===== src/include/das_pkg.sv =====
// package for the dram access sequencer: constants, states, carriers
package das_pkg;
    localparam logic [2:0] SPACE_ONE    = 3'h1;
    localparam logic [2:0] SPACE_TWO    = 3'h2;
    localparam logic [2:0] SPACE_FOUR   = 3'h3;
    localparam logic [2:0] SPACE_CONT   = 3'h7;
    localparam int         SHIFT_BASE   = 8;
    localparam int         NUM_AREAS    = 4;
    localparam int         FIRST_AREA   = 2;

    typedef enum logic [2:0] {
        DAS_IDLE = 3'b000,
        DAS_PRE  = 3'b001,
        DAS_ROW  = 3'b010,
        DAS_HOLD = 3'b011,
        DAS_COL1 = 3'b100,
        DAS_WAIT = 3'b101,
        DAS_COL2 = 3'b110
    } das_state_e;

    // access request from the internal bus
    typedef struct packed {
        logic [23:0] addr;
        logic [1:0]  area;     // area index minus two
        logic        write;
        logic        word;
        logic [15:0] wdata;
    } das_req_s;

    // timing configuration
    typedef struct packed {
        logic [2:0] dram_space_select;
        logic [2:0] row_shift_select;
        logic [3:0] area_width_ctrl;
        logic [3:0] area_wait_enable;
        logic [2:0] wait_count_field;
        logic       pin_wait_enable;
        logic       column_length_bit;
        logic       row_timing_bit;
        logic [1:0] row_to_column_delay;
        logic [1:0] precharge_count;
        logic       oe_pin_enable;
    } das_cfg_s;
endpackage


===== src/design/das_sequencer.sv =====
// dram access sequencer: state machine and dram pin drive
`timescale 1ns/1ps
module das_sequencer (
    input  wire logic            ref_clk,
    input  wire logic            rstn,
    input  das_pkg::das_cfg_s    cfg,
    input  wire logic [3:0]      cs_dir_out,
    input  wire logic            req_valid,
    input  das_pkg::das_req_s    req,
    input  wire logic            refresh_req,
    output logic                 req_ready,
    output logic                 done,
    output logic [15:0]          rdata,
    output logic                 in_precharge,
    input  wire logic            wait_n,
    input  wire logic [15:0]     data_in,
    output logic [15:0]          data_out,
    output logic [15:0]          data_oe,
    output logic [15:0]          addr_out,
    output logic [3:0]           area_row_strobes_n,
    output logic [3:0]           area_row_strobes_oe,
    output logic                 upper_column_strobe_n,
    output logic                 lower_column_strobe_n,
    output logic                 high_byte_write_n,
    output logic                 read_strobe_n,
    output logic                 oe_pin_n
);
    das_pkg::das_state_e st_q, st_d;
    das_pkg::das_req_s   r_q;
    logic [2:0]  cnt_q, cnt_d;
    logic        wait_fall_q;
    logic        ras_mid_q;
    logic        refr_q;

    // area decode; continuous space folds everything onto area 2
    // space decode
    wire is_cont = cfg.dram_space_select == das_pkg::SPACE_CONT;
    wire [3:0] dram_areas =
        (cfg.dram_space_select == das_pkg::SPACE_ONE)  ? 4'h1 :
        (cfg.dram_space_select == das_pkg::SPACE_TWO)  ? 4'h3 :
        (cfg.dram_space_select == das_pkg::SPACE_FOUR) ? 4'hF :
        is_cont ? 4'hF : 4'h0;
    wire [1:0] eff_area = is_cont ? 2'h0 : r_q.area;
    wire [1:0] req_area = is_cont ? 2'h0 : req.area;
    wire       narrow   = cfg.area_width_ctrl[eff_area];
    wire       wait_en  = cfg.area_wait_enable[eff_area];
    wire       pin_en   = wait_en & cfg.pin_wait_enable;

    wire [4:0]  shamt   = 5'(das_pkg::SHIFT_BASE)
                        + {3'h0, cfg.row_shift_select[1:0]};
    wire [23:0] row_adr = r_q.addr >> shamt;
    wire        col_ph  = st_q == das_pkg::DAS_COL1
                       || st_q == das_pkg::DAS_WAIT
                       || st_q == das_pkg::DAS_COL2;

    // byte lanes: even address on upper lane, odd on lower; 8-bit space uses the upper lane only
    // two strobe bytes
    wire lane_up = narrow | r_q.word | ~r_q.addr[0];
    wire lane_lo = ~narrow & (r_q.word | r_q.addr[0]);

    // state sequencing
    // basic sequence
    always_comb
    begin
        st_d = st_q;
        cnt_d = cnt_q;
        case (st_q)
            das_pkg::DAS_IDLE:
                if (req_valid && dram_areas[req_area])
                begin
                    st_d = das_pkg::DAS_PRE;
                    cnt_d = {1'b0, cfg.precharge_count};
                end
                else if (refresh_req)
                begin
                    st_d = das_pkg::DAS_PRE;
                    cnt_d = {1'b0, cfg.precharge_count};
                end
            das_pkg::DAS_PRE:
                if (cnt_q == 3'h0)
                    st_d = refr_q ? das_pkg::DAS_IDLE : das_pkg::DAS_ROW;
                else
                    cnt_d = cnt_q - 3'h1;
            das_pkg::DAS_ROW:
                if (cfg.row_to_column_delay != 2'h0)
                begin
                    st_d = das_pkg::DAS_HOLD;
                    cnt_d = {1'b0, cfg.row_to_column_delay} - 3'h1;
                end
                else
                    st_d = das_pkg::DAS_COL1;
            das_pkg::DAS_HOLD:
                if (cnt_q == 3'h0)
                    st_d = das_pkg::DAS_COL1;
                else
                    cnt_d = cnt_q - 3'h1;
            das_pkg::DAS_COL1:
            begin
                if (pin_en || (wait_en && cfg.wait_count_field != 3'h0))
                begin
                    st_d = das_pkg::DAS_WAIT;
                    cnt_d = (cfg.wait_count_field == 3'h0) ? 3'h0
                          : cfg.wait_count_field - 3'h1;
                end
                else
                    st_d = das_pkg::DAS_COL2;
                cnt_d = st_d == das_pkg::DAS_COL2
                      ? {2'h0, cfg.column_length_bit} : cnt_d;
            end
            das_pkg::DAS_WAIT:
                if (cnt_q != 3'h0)
                    cnt_d = cnt_q - 3'h1;
                else if (!(pin_en && wait_fall_q))
                begin
                    st_d = das_pkg::DAS_COL2;
                    cnt_d = {2'h0, cfg.column_length_bit};
                end
            das_pkg::DAS_COL2:
                if (cnt_q == 3'h0)
                    st_d = das_pkg::DAS_IDLE;
                else
                    cnt_d = cnt_q - 3'h1;
            default:
                st_d = das_pkg::DAS_IDLE;
        endcase
    end

    // state registers
    always_ff @(posedge ref_clk or negedge rstn)
    begin
        if (!rstn)
        begin
            st_q  <= das_pkg::DAS_IDLE;
            cnt_q <= 3'h0;
        end
        else
        begin
            st_q  <= st_d;
            cnt_q <= cnt_d;
        end
    end

    // request capture when leaving idle
    always_ff @(posedge ref_clk or negedge rstn)
    begin
        if (!rstn)
        begin
            r_q    <= '0;
            refr_q <= 1'b0;
        end
        else if (st_q == das_pkg::DAS_IDLE && st_d == das_pkg::DAS_PRE)
        begin
            r_q    <= req;
            refr_q <= !(req_valid && dram_areas[req_area]);
        end
    end

    // falling-edge samples: wait pin and mid-state row strobe
    // mid state strobe
    always_ff @(negedge ref_clk or negedge rstn)
    begin
        if (!rstn)
        begin
            wait_fall_q <= 1'b0;
            ras_mid_q   <= 1'b0;
        end
        else
        begin
            wait_fall_q <= !wait_n;
            ras_mid_q   <= st_q == das_pkg::DAS_ROW;
        end
    end

    // read data captured at the end of the access
    // data lanes
    always_ff @(posedge ref_clk or negedge rstn)
    begin
        if (!rstn)
            rdata <= 16'h0000;
        else if (st_q == das_pkg::DAS_COL2 && cnt_q == 3'h0 && !r_q.write)
            rdata <= narrow ? {data_in[15:8], 8'h00} : data_in;
    end

    // row strobe: low from row state through last column state
    // early row strobe
    wire ras_act = !refr_q && (st_q == das_pkg::DAS_HOLD || col_ph
                 || (st_q == das_pkg::DAS_ROW
                     && (cfg.row_timing_bit || ras_mid_q)));
    // writes keep the column strobe up through waits so the data setup
    // before its fall grows with every wait; reads hold it low instead
    wire cas_act = st_q == das_pkg::DAS_COL2
                || (st_q == das_pkg::DAS_WAIT && !r_q.write);
    wire rd_act  = !r_q.write && !refr_q && st_q != das_pkg::DAS_IDLE
                && st_q != das_pkg::DAS_PRE;

    assign area_row_strobes_n = ~({3'h0, ras_act} << eff_area);
    assign area_row_strobes_oe = cs_dir_out;
    assign upper_column_strobe_n = !(cas_act && lane_up);
    assign lower_column_strobe_n = !(cas_act && lane_lo);
    assign high_byte_write_n     = !(col_ph && r_q.write && !refr_q);
    assign read_strobe_n = !rd_act;
    assign oe_pin_n      = !(rd_act && cfg.oe_pin_enable);
    assign addr_out      = col_ph ? r_q.addr[15:0] : row_adr[15:0];
    assign data_out      = narrow ? {r_q.wdata[15:8], 8'h00} : r_q.wdata;
    assign data_oe       = (r_q.write && col_ph && !refr_q)
                         ? (narrow ? 16'hFF00 : 16'hFFFF) : 16'h0000;
    assign req_ready     = st_q == das_pkg::DAS_IDLE;
    assign done = st_q == das_pkg::DAS_COL2 && cnt_q == 3'h0;
    assign in_precharge  = st_q == das_pkg::DAS_PRE;
endmodule


===== config.mk =====
export PLATFORM = sky130hd
export DESIGN_NAME = das_sequencer
export DESIGN_NICKNAME = d
export VERILOG_FILES = /design/src/include/das_pkg.sv /design/src/design/das_sequencer.sv
export SDC_FILE = /design/constraint.sdc
export NUM_CORES = 1
export LEC_CHECK = 0
export ABC_AREA = 1
export BUFFER_PORTS_ARGS = -buffer_cell sky130_fd_sc_hd__buf_2
export CELL_PAD_IN_SITES_DETAIL_PLACEMENT = 1
export CELL_PAD_IN_SITES_GLOBAL_PLACEMENT = 1
export CORE_MARGIN = 10
export CORE_UTILIZATION = 34
export CTS_CLUSTER_SIZE = 30
export DETAILED_ROUTE_END_ITERATION = 10
export PLACE_DENSITY_LB_ADDON = 0.1
export SLEW_MARGIN = 20
export SYNTH_ARGS = -nofsm -noshare
export SYNTH_HDL_FRONTEND = slang
export SYNTH_SLANG_ARGS = --single-unit

===== constraint.sdc =====
create_clock -name ref_clk -period 2 [get_ports ref_clk]
set_input_delay 0.1 -clock ref_clk [delete_from_list [all_inputs] [get_ports ref_clk]]
set_output_delay 0.1 -clock ref_clk [all_outputs]
set_load 0.005 [all_outputs]

Word-level counts from Yosys, hierarchy flattened. Index checks and enable logic that the tools add are counted. W data, S select, Z words.

$add $sub $neg: 4. $lt $le $gt $ge: 2. Eq/ne operators: 18. Shift operators: 2. Multiplexer cells: 39. Bitwise gates (word level): 8. Reduce and logical (&&, ||, !) cells: 43.

Operators by type and width (count): $mux W3 (18); $mux W16 (2); $mux W8 (3); $shr A24 B5 Y16 (1); $pmux W3 S7 (1); $logic_and A1 B1 Y1 (17); $mux W4 (4); $eq A3 B3 Y1 const B (5); $pmux W3 S5 (1); $eq A3 B2 Y1 const B (4); $eq A3 B1 Y1 const B (3); $logic_not A1 Y1 (9); $logic_not A3 Y1 (3); $reduce_bool A3 Y1 (3); $mux W2 (4); $logic_or A1 B1 Y1 (7); $bmux W1 S2 (3); $lt A2 B3 Y1 const B (2); $ne A3 B1 Y1 const B (2); $reduce_and A6 Y1 (1); $sub A3 B1 Y3 const B (2); $add A4 B2 Y5 const A (1); $reduce_bool A5 Y1 (1); $ne A2 B2 Y1 const B (2); 11 further kinds (17).

Register bits: 69. Input bits: 94. Logic and storage cells: 127.

Longest topological paths before layout. Gate-level depths: netlist of the first run.

Depth after elaboration: 12. Depth in mapped cells: 11. Mapped depth without buffers: 11.

==> results of run 1 <==
[power by group]
part	switching [mW]	leakage, nW	total, mW	internal [mW]
sequential	0.446	0.761	2.53	2.08
clock	0.620	0.142	1.62	1.00
combinational	2.26	1.99	4.13	1.87
total	3.33	2.89	8.29	4.96
[area by class of cell]
| type | instances | share of cell area [%] |
|---|---|---|
| diodes | 3 | 0.132 |
| clock inverters | 5 | 1.03 |
| well taps | 143 | 3.15 |
| clock buffers | 11 | 4.27 |
| multi-input cells | 319 | 33.4 |
| inverters | 46 | 3.06 |
| repair buffers | 224 | 24.6 |
| flip-flops and latches | 69 | 30.4 |
[cells by family after synthesis]
family | after synthesis | share of synthesized area [%]
AO/OA/AOI/OAI | 79 | 11.6
AND/OR/NAND/NOR | 193 | 20.7
adder cells (fa/ha/maj) | 6 | 1.86
buffers and inverters | 87 | 11.9
multiplexers | 40 | 10.9
XOR/XNOR | 1 | 0.217
flip-flops | 69 | 42.9
[state kept, by name, indices dropped and copies added (netlist names)]
name / flops
r_q: 44
st_q: 3
refr_q: 1
cnt_q: 3
wait_fall_q: 1
ras_mid_q: 1
rdata: 16
[metal layers]
metal,vias up,share of wire (%),global-route usage [%]
met5,-,0,0
met4,0,0.58,4.35
met3,6,8.3,7.35
met2,107,49,29.1
met1,1876,42,19.5
li1,1923,-,-
[through the flow]
| step | total power [mW] | setup slack [ns] | TNS (ns) | hold slack (ns) | cells |
|---|---|---|---|---|---|
| after floorplan | 4.95 | 0.0156 | 0 | -0.196 | 475 |
| after global routing | 9.01 | -0.457 | -2.86 | 0.00141 | 818 |
| after CTS | 8.23 | -0.376 | -1.77 | 0.00135 | 811 |
| after detailed placement | 6.35 | -0.165 | -0.711 | 0.0451 | 754 |
| after global placement | 6.22 | -0.143 | -0.433 | 0.0425 | 754 |
| final | 8.29 | -0.367 | -1.74 | 0.0145 | 820 |
[layout by cell type (no fill, tap or decap), types with 9 or more instances in the layout]
cell / n
a21oi_1: 19
buf_2: 163
buf_4: 19
clkbuf_16: 9
dfrtp_1: 67
dlygate4sd3_1: 37
inv_1: 38
mux2_1: 14
mux2_2: 17
mux2i_1: 9
nand2_1: 92
nand2_2: 12
nand3_1: 18
nor2_1: 49
o21ai_0: 32
[how the worst min path moves through the flow]
stage	endpoint	slack (ns)	cells after the start
floorplan	cnt_q[0]	-0.20	0
global placement	rdata[9]	0.04	1
detailed placement	st_q[2]	0.05	1
CTS	r_q[19]	0.001	2
global route	r_q[33]	0.001	2
finish	r_q[32]	0.01	2
[cell usage after synthesis]
library cell	n
o211ai_1	4
clkbuf_1	3
nor2_1	51
buf_4	27
nand2_1	99
nand2_2	6
clkinv_1	1
a21oi_1	20
nand3b_1	1
nor2_4	2
o211ai_2	1
inv_1	39
nor3_2	1
or2_1	1
nand3_1	20
o21ai_2	1
nor2_2	3
dfrtn_1	2
inv_2	5
o21ai_0	34
o2111ai_1	2
or2_2	2
o22a_1	8
nor3_1	1
o21ai_1	4
o22ai_1	2
ha_1	6
a21oi_2	1
mux2_2	17
mux2i_1	9
o31ai_1	1
dfrtp_1	67
xnor2_1	1
buf_6	6
buf_2	5
mux2_1	14
nand3_2	3
a21o_1	1
clkinv_2	1
nand4_1	3
[what timing repair did]
| item | in CTS | in global routing |
|---|---|---|
| setup endpoints to repair | 25 | 38 |
| hold endpoints to repair | 58 | 0 |
| setup buffers | 4 | 6 |
| pin swaps | 8 | 9 |
| hold buffers | 37 | 0 |
| resized for setup | 14 | 15 |
==> flow_metrics.py, run 1 <==
metrics = {
    "status": {
        "status": "finished with violations",
        "violations": "setup timing",
    },
    "grt": {
        "grt_pass1_vias": 4348,
        "grt_pass1_wl_mm": 22.7,
        "antenna_found_initial": 2,
        "grt_overflow": 0,
        "grtUsageTotal_pct": 17.2,
        "grt_max_degree": 46,
    },
    "clock_tree": {
        "clockBufferDepth": 2,
        "cts_tree": "done",
        "clockRootBuffer": "clkbuf_16",
        "htree_levels": 3,
        "clock_sinks": 69,
        "cts.clk_slew.worst_paths_ns": 0.06,
        "cts_buffers": 9,
        "clkLatencyLatePin_ns": 0.34,
    },
    "setup_path": {
        "cp_cell_sequence": "o21ai_1 > nand3_1 > nand2_2 > nor2_4 > nand2_1 > buf_2",
        "endpoint_kind": "primary output",
        "path_buf_inv": 1,
        "worstSetupStartpoint": "ras_mid_q",
        "worstSetupPathDepth": 6,
        "arrival_ns": 2.27,
        "rr_endpoint": "cnt_q[0]",
        "crit_end": "area_row_strobes_n[3]",
        "rrSetupSlack_ns": -0.12,
        "crit_required_ns": 1.90,
        "timing.rr.start": "wait_fall_q",
        "crit_path_top_delay_cell": "dfrtn_1",
        "crit_path_start_kind": "flip-flop",
        "critPathMaxFanout": 2,
        "cpPeakStageDelay_ns": 0.38,
        "critPathTopFamily": "flip-flops",
        "crit_type": "reg2out",
        "ff2ff_path_depth": 8,
    },
    "power_and_ir_drop": {
        "leakagePower_nw": 2.89,
        "peakVddDrop_mv": 0.639,
        "powerDensity_nw_per_um2": 1460,
    },
    "synthesis": {
        "synth-seq-cells": 69,
        "synth_area_sq_um": 4030,
        "synth_nets": 575,
        "postSynthAreaPerCell_sq_um": 8.48,
        "syn_inst": 475,
        "yosysSeqAreaShare_pct": 42.9,
        "yosysTopAreaCell": "dfrtp_1",
        "yosysWarnings": 0,
        "synth_top_area_share_pct": 41.6,
        "synth.area.top_cells": "dfrtp_1 (42%), nand2_1 (9.2%), buf_4 (5.0%), nor2_1 (4.8%), mux2_2 (4.8%)",
        "ys_types": 40,
    },
    "finish": {
        "area_growth_pct": 41.2,
        "regArea_sq_um": 1730,
        "fillCellCount": 1410,
        "multi_input_area_sq_um": 1900,
        "nets": 769,
        "final_util_pct": 49.4,
        "drive_gt1_share_pct": 38.6,
        "finalInstanceArea_sq_um": 5690,
    },
    "min_path": {
        "min_path_type": "in2reg",
        "min-delay-start": "req[32]",
    },
    "timing": {
        "fin_ws_ns": -0.367,
        "finalHoldViolCount": 0,
        "rsz0062_at_grt": "true",
        "skew_ns": 0.00988,
        "setup_violations": 7,
        "slew_violations": 0,
        "worstMarginPinSlew_ns": 0.585,
        "timing.slew.headroom_pct": 61.0,
    },
    "drt": {
        "drtPass1Iterations": 4,
        "routedWlPerCell_um": 17.2,
        "routed_via_density": 4.77,
        "drt-initial-drc-count": 144,
        "vias": 3912,
        "routed_wl_mm": 14.1,
        "postRouteAntennaNets": 0,
        "post-route-drc-count": 0,
    },
    "floorplanning": {
        "die_y_um": 129,
        "core_region_area_sq_um": 11500,
        "io_pins": 174,
        "start_util_pct": 35.0,
        "die_w_um": 129,
        "die-area_sq_um": 16600,
        "num_rows": 39,
    },
    "place": {
        "placed_cell_area_sq_um": 4830,
        "dp_hpwl_mm": 10.8,
        "io_buffers": 164,
        "gp_congestion": 0.868,
    },
    "run": {
        "max_cap_viol_count": 0,
    },
}
Note: power is estimated with default switching activity, not from simulation.
==> run 2, diff against run 1 <==
ABC_AREA = unset   (was 1)
CORE_UTILIZATION = 36   (was 34)
==> run 2 against run 1 <==
Against the previous run: the run still ends with setup timing left; die area is 3.5% lower; first-iteration DRC count is 12% higher; cell count is 8.3% lower; setup slack worse by 0.20 ns; non-clock buffer count is 25 higher; sequential power is 5% higher; count of clock-buffer cells in the layout is 1 higher; routed wire length is 0.43% lower; combinational power is 14% higher; critical path depth is 1 lower; clock power is 9% lower; critical path type unchanged.
==> flow_metrics.py, run 2 <==
metrics = {
    "clock_tree": {
        "cts_buffers": 9,
        "clkLatencyLatePin_ns": 0.34,
        "cts_tree": "done",
        "clockRootBuffer": "clkbuf_16",
        "cts.clk_slew.worst_paths_ns": 0.05,
        "clock_sinks": 69,
        "clockBufferDepth": 2,
        "htree_levels": 3,
    },
    "floorplanning": {
        "die-area_sq_um": 16000,
        "core_region_area_sq_um": 11000,
        "die_w_um": 127,
        "num_rows": 38,
        "start_util_pct": 37.2,
        "io_pins": 174,
        "die_y_um": 127,
    },
    "setup_path": {
        "path_buf_inv": 1,
        "timing.rr.start": "wait_fall_q",
        "critPathMaxFanout": 4,
        "crit_required_ns": 1.90,
        "arrival_ns": 2.46,
        "worstSetupStartpoint": "ras_mid_q",
        "critPathTopFamily": "simple AND/OR/NAND/NOR gates",
        "worstSetupPathDepth": 5,
        "cpPeakStageDelay_ns": 0.32,
        "crit_path_start_kind": "flip-flop",
        "crit_path_top_delay_cell": "or3_1",
        "crit_type": "reg2out",
        "ff2ff_path_depth": 3,
        "cp_cell_sequence": "or3_1 > a21oi_2 > nor3_4 > nand4b_1 > buf_2",
        "endpoint_kind": "primary output",
    },
    "finish": {
        "regMostFlops": "r_q",
        "area_growth_pct": 46.6,
        "antennaDiodeCount": 0,
        "fillCellCount": 1237,
        "largest_register_ff_count": 44,
        "reg_top3": "r_q (44), rdata (16)",
        "nets": 707,
        "layout_commonest_cell": "buf_2",
        "final_util_pct": 54.6,
        "instances_no_fill": 752,
        "mostFrequentLayoutCells": "buf_2 (161), dfrtp_1 (65), nand2_1 (63)",
        "drive_gt1_share_pct": 48.4,
    },
    "synthesis": {
        "synth_nets": 497,
        "synth_area_sq_um": 4090,
        "synth_xor_area_share_pct": 0.214,
        "yosys.area_share.simple_pct": 15.4,
        "ys.flop_type": "dfrtp_1",
        "synth.top_cells.by_count": "dfrtp_1 (67), nand2_1 (63), mux2_2 (57)",
        "synth.most_common_cell": "dfrtp_1",
        "synthArstFlopShare_pct": 100,
        "syn_inst": 397,
        "synth.area.top_cells": "dfrtp_1 (41%), mux2_2 (16%), nand2_1 (5.8%), buf_4 (5.1%), mux4_2 (3.9%)",
        "ys_types": 54,
        "synthAdderAreaFrac_pct": 1.84,
        "synth_edf_count": 0,
        "postSynthAreaPerCell_sq_um": 10.3,
        "synth_top_family_by_area": "multiplexers",
        "synth-seq-cells": 69,
        "yosysSeqAreaShare_pct": 42.3,
        "synth_mux_area_share_pct": 23.3,
        "yosysWarnings": 0,
        "synth_top_area_share_pct": 41.0,
        "synth_compound_gate_area_share_pct": 7.65,
        "yosysTopAreaCell": "dfrtp_1",
    },
    "min_path": {
        "min_path_type": "in2reg",
        "holdPathStages": 2,
        "min-delay-start": "req[26]",
    },
    "drt": {
        "drtPass1Iterations": 5,
        "vias": 3748,
        "drt-initial-drc-count": 161,
        "postRouteAntennaNets": 0,
        "routed_via_density": 4.98,
        "post-route-drc-count": 0,
        "routedWlPerCell_um": 18.6,
        "routed_wl_mm": 14.0,
    },
    "power_and_ir_drop": {
        "powerDensity_nw_per_um2": 1470,
        "leakagePower_nw": 2.92,
        "finalPower_mw": 8.84,
        "peakVddDrop_mv": 0.673,
    },
    "timing": {
        "timing.slew.headroom_pct": 53.4,
        "slew_violations": 0,
        "fin_ws_ns": -0.565,
        "rsz0062_at_grt": "true",
        "setup_violations": 27,
        "finalHoldViolCount": 0,
        "skew_ns": 0.00695,
        "worstMarginPinSlew_ns": 0.699,
    },
    "grt": {
        "grt_pass1_vias": 4192,
        "grt_pass1_wl_mm": 22.2,
        "grt_overflow": 0,
        "antenna_found_initial": 0,
        "grtUsageTotal_pct": 17.0,
        "grt_max_degree": 47,
    },
    "place": {
        "gp_congestion": 0.829,
        "io_buffers": 164,
        "dp_cells": 675,
        "dp_hpwl_mm": 10.1,
    },
    "status": {
        "violations": "setup timing",
        "status": "finished with violations",
    },
    "run": {
        "max_cap_viol_count": 0,
    },
}
==> run 2: cell count changes in the layout (fill, tap and decap cells not counted), moves of 14 or more <==
cell           previous run  this run
nand2_1                  92        63
mux2_1                   14         0
nor2_1                   49        12
inv_1                    38        18
o21ai_0                  32         8
dlygate4sd3_1            37        51
mux2_2                   17        48
==> run 2: area by class of cell <==
cell class	count	area, sq um	area share, %
multi-input combinational	260	2080	34.7
sequential	69	1730	28.9
timing repair buffer	249	1670	27.9
clock buffer	12	246	4.11
tap	140	175	2.92
inverter	18	67.6	1.13
clock inverter	4	23.8	0.397
==> run 2: logic make-up after synthesis <==
kind of cell / Yosys count
adder cells (fa/ha/maj): 6
AO/OA/AOI/OAI: 46
AND/OR/NAND/NOR: 128
flip-flops: 69
XOR/XNOR: 1
buffers and inverters: 68
multiplexers: 79
==> run 2: what timing repair did <==
| item | 4_1_cts | 5_1_grt |
|---|---|---|
| gates resized for setup | 19 | 15 |
| gates cloned | 2 | 0 |
| pin swaps | 2 | 2 |
| buffers inserted | 3 | 8 |
| hold endpoints to repair | 70 | 1 |
| endpoints found under the setup margin | 39 | 52 |
| hold buffers | 50 | 1 |
==> run 2: power by group <==
group | internal [mW] | switching, mW
sequential | 2.09 | 0.567
combinational | 2.62 | 2.08
clock | 0.870 | 0.608
total | 5.59 | 3.25
==> run 2: worst paths after layout <==
path	slack, ns	endpoint
min in group asynchronous	0.22	r_q[19]
setup reg to reg	-0.31	cnt_q[1]
max in group asynchronous	0.63	ras_mid_q
setup / recovery	-0.56	area_row_strobes_n[1]
hold / removal	0.01	r_q[26]
hold reg to reg	0.46	rdata[2]
==> run 2: per-stage QoR <==
stage / hold slack (ns) / setup WS (ns) / setup TNS [ns] / instance area, sq um
CTS: 0.0000842 / -0.562 / -7.79 / 5910
global placement: 0.0272 / -0.243 / -1.37 / 5020
detailed placement: 0.0282 / -0.288 / -1.67 / 5020
global route: 0.00212 / -0.626 / -12.11 / 5990
floorplan: -0.196 / -0.233 / -0.738 / 4110
finish: 0.0107 / -0.565 / -7.11 / 5990
==> run 2: worst register-to-register path: stages, from the launching register on <==
cell     delay [ns]
dfrtn_1        0.33
and3_4         0.15
a221o_1        0.38
mux2_4         0.33
==> run 2: layer usage <==
layer / wire length, um / up-vias / global-route usage, %
li1: - / 1771 / -
met1: 5530 / 1850 / 18.8
met2: 7320 / 112 / 30.6
met3: 1010 / 15 / 5.50
met4: 164 / 0 / 4.55
met5: 0 / - / 0
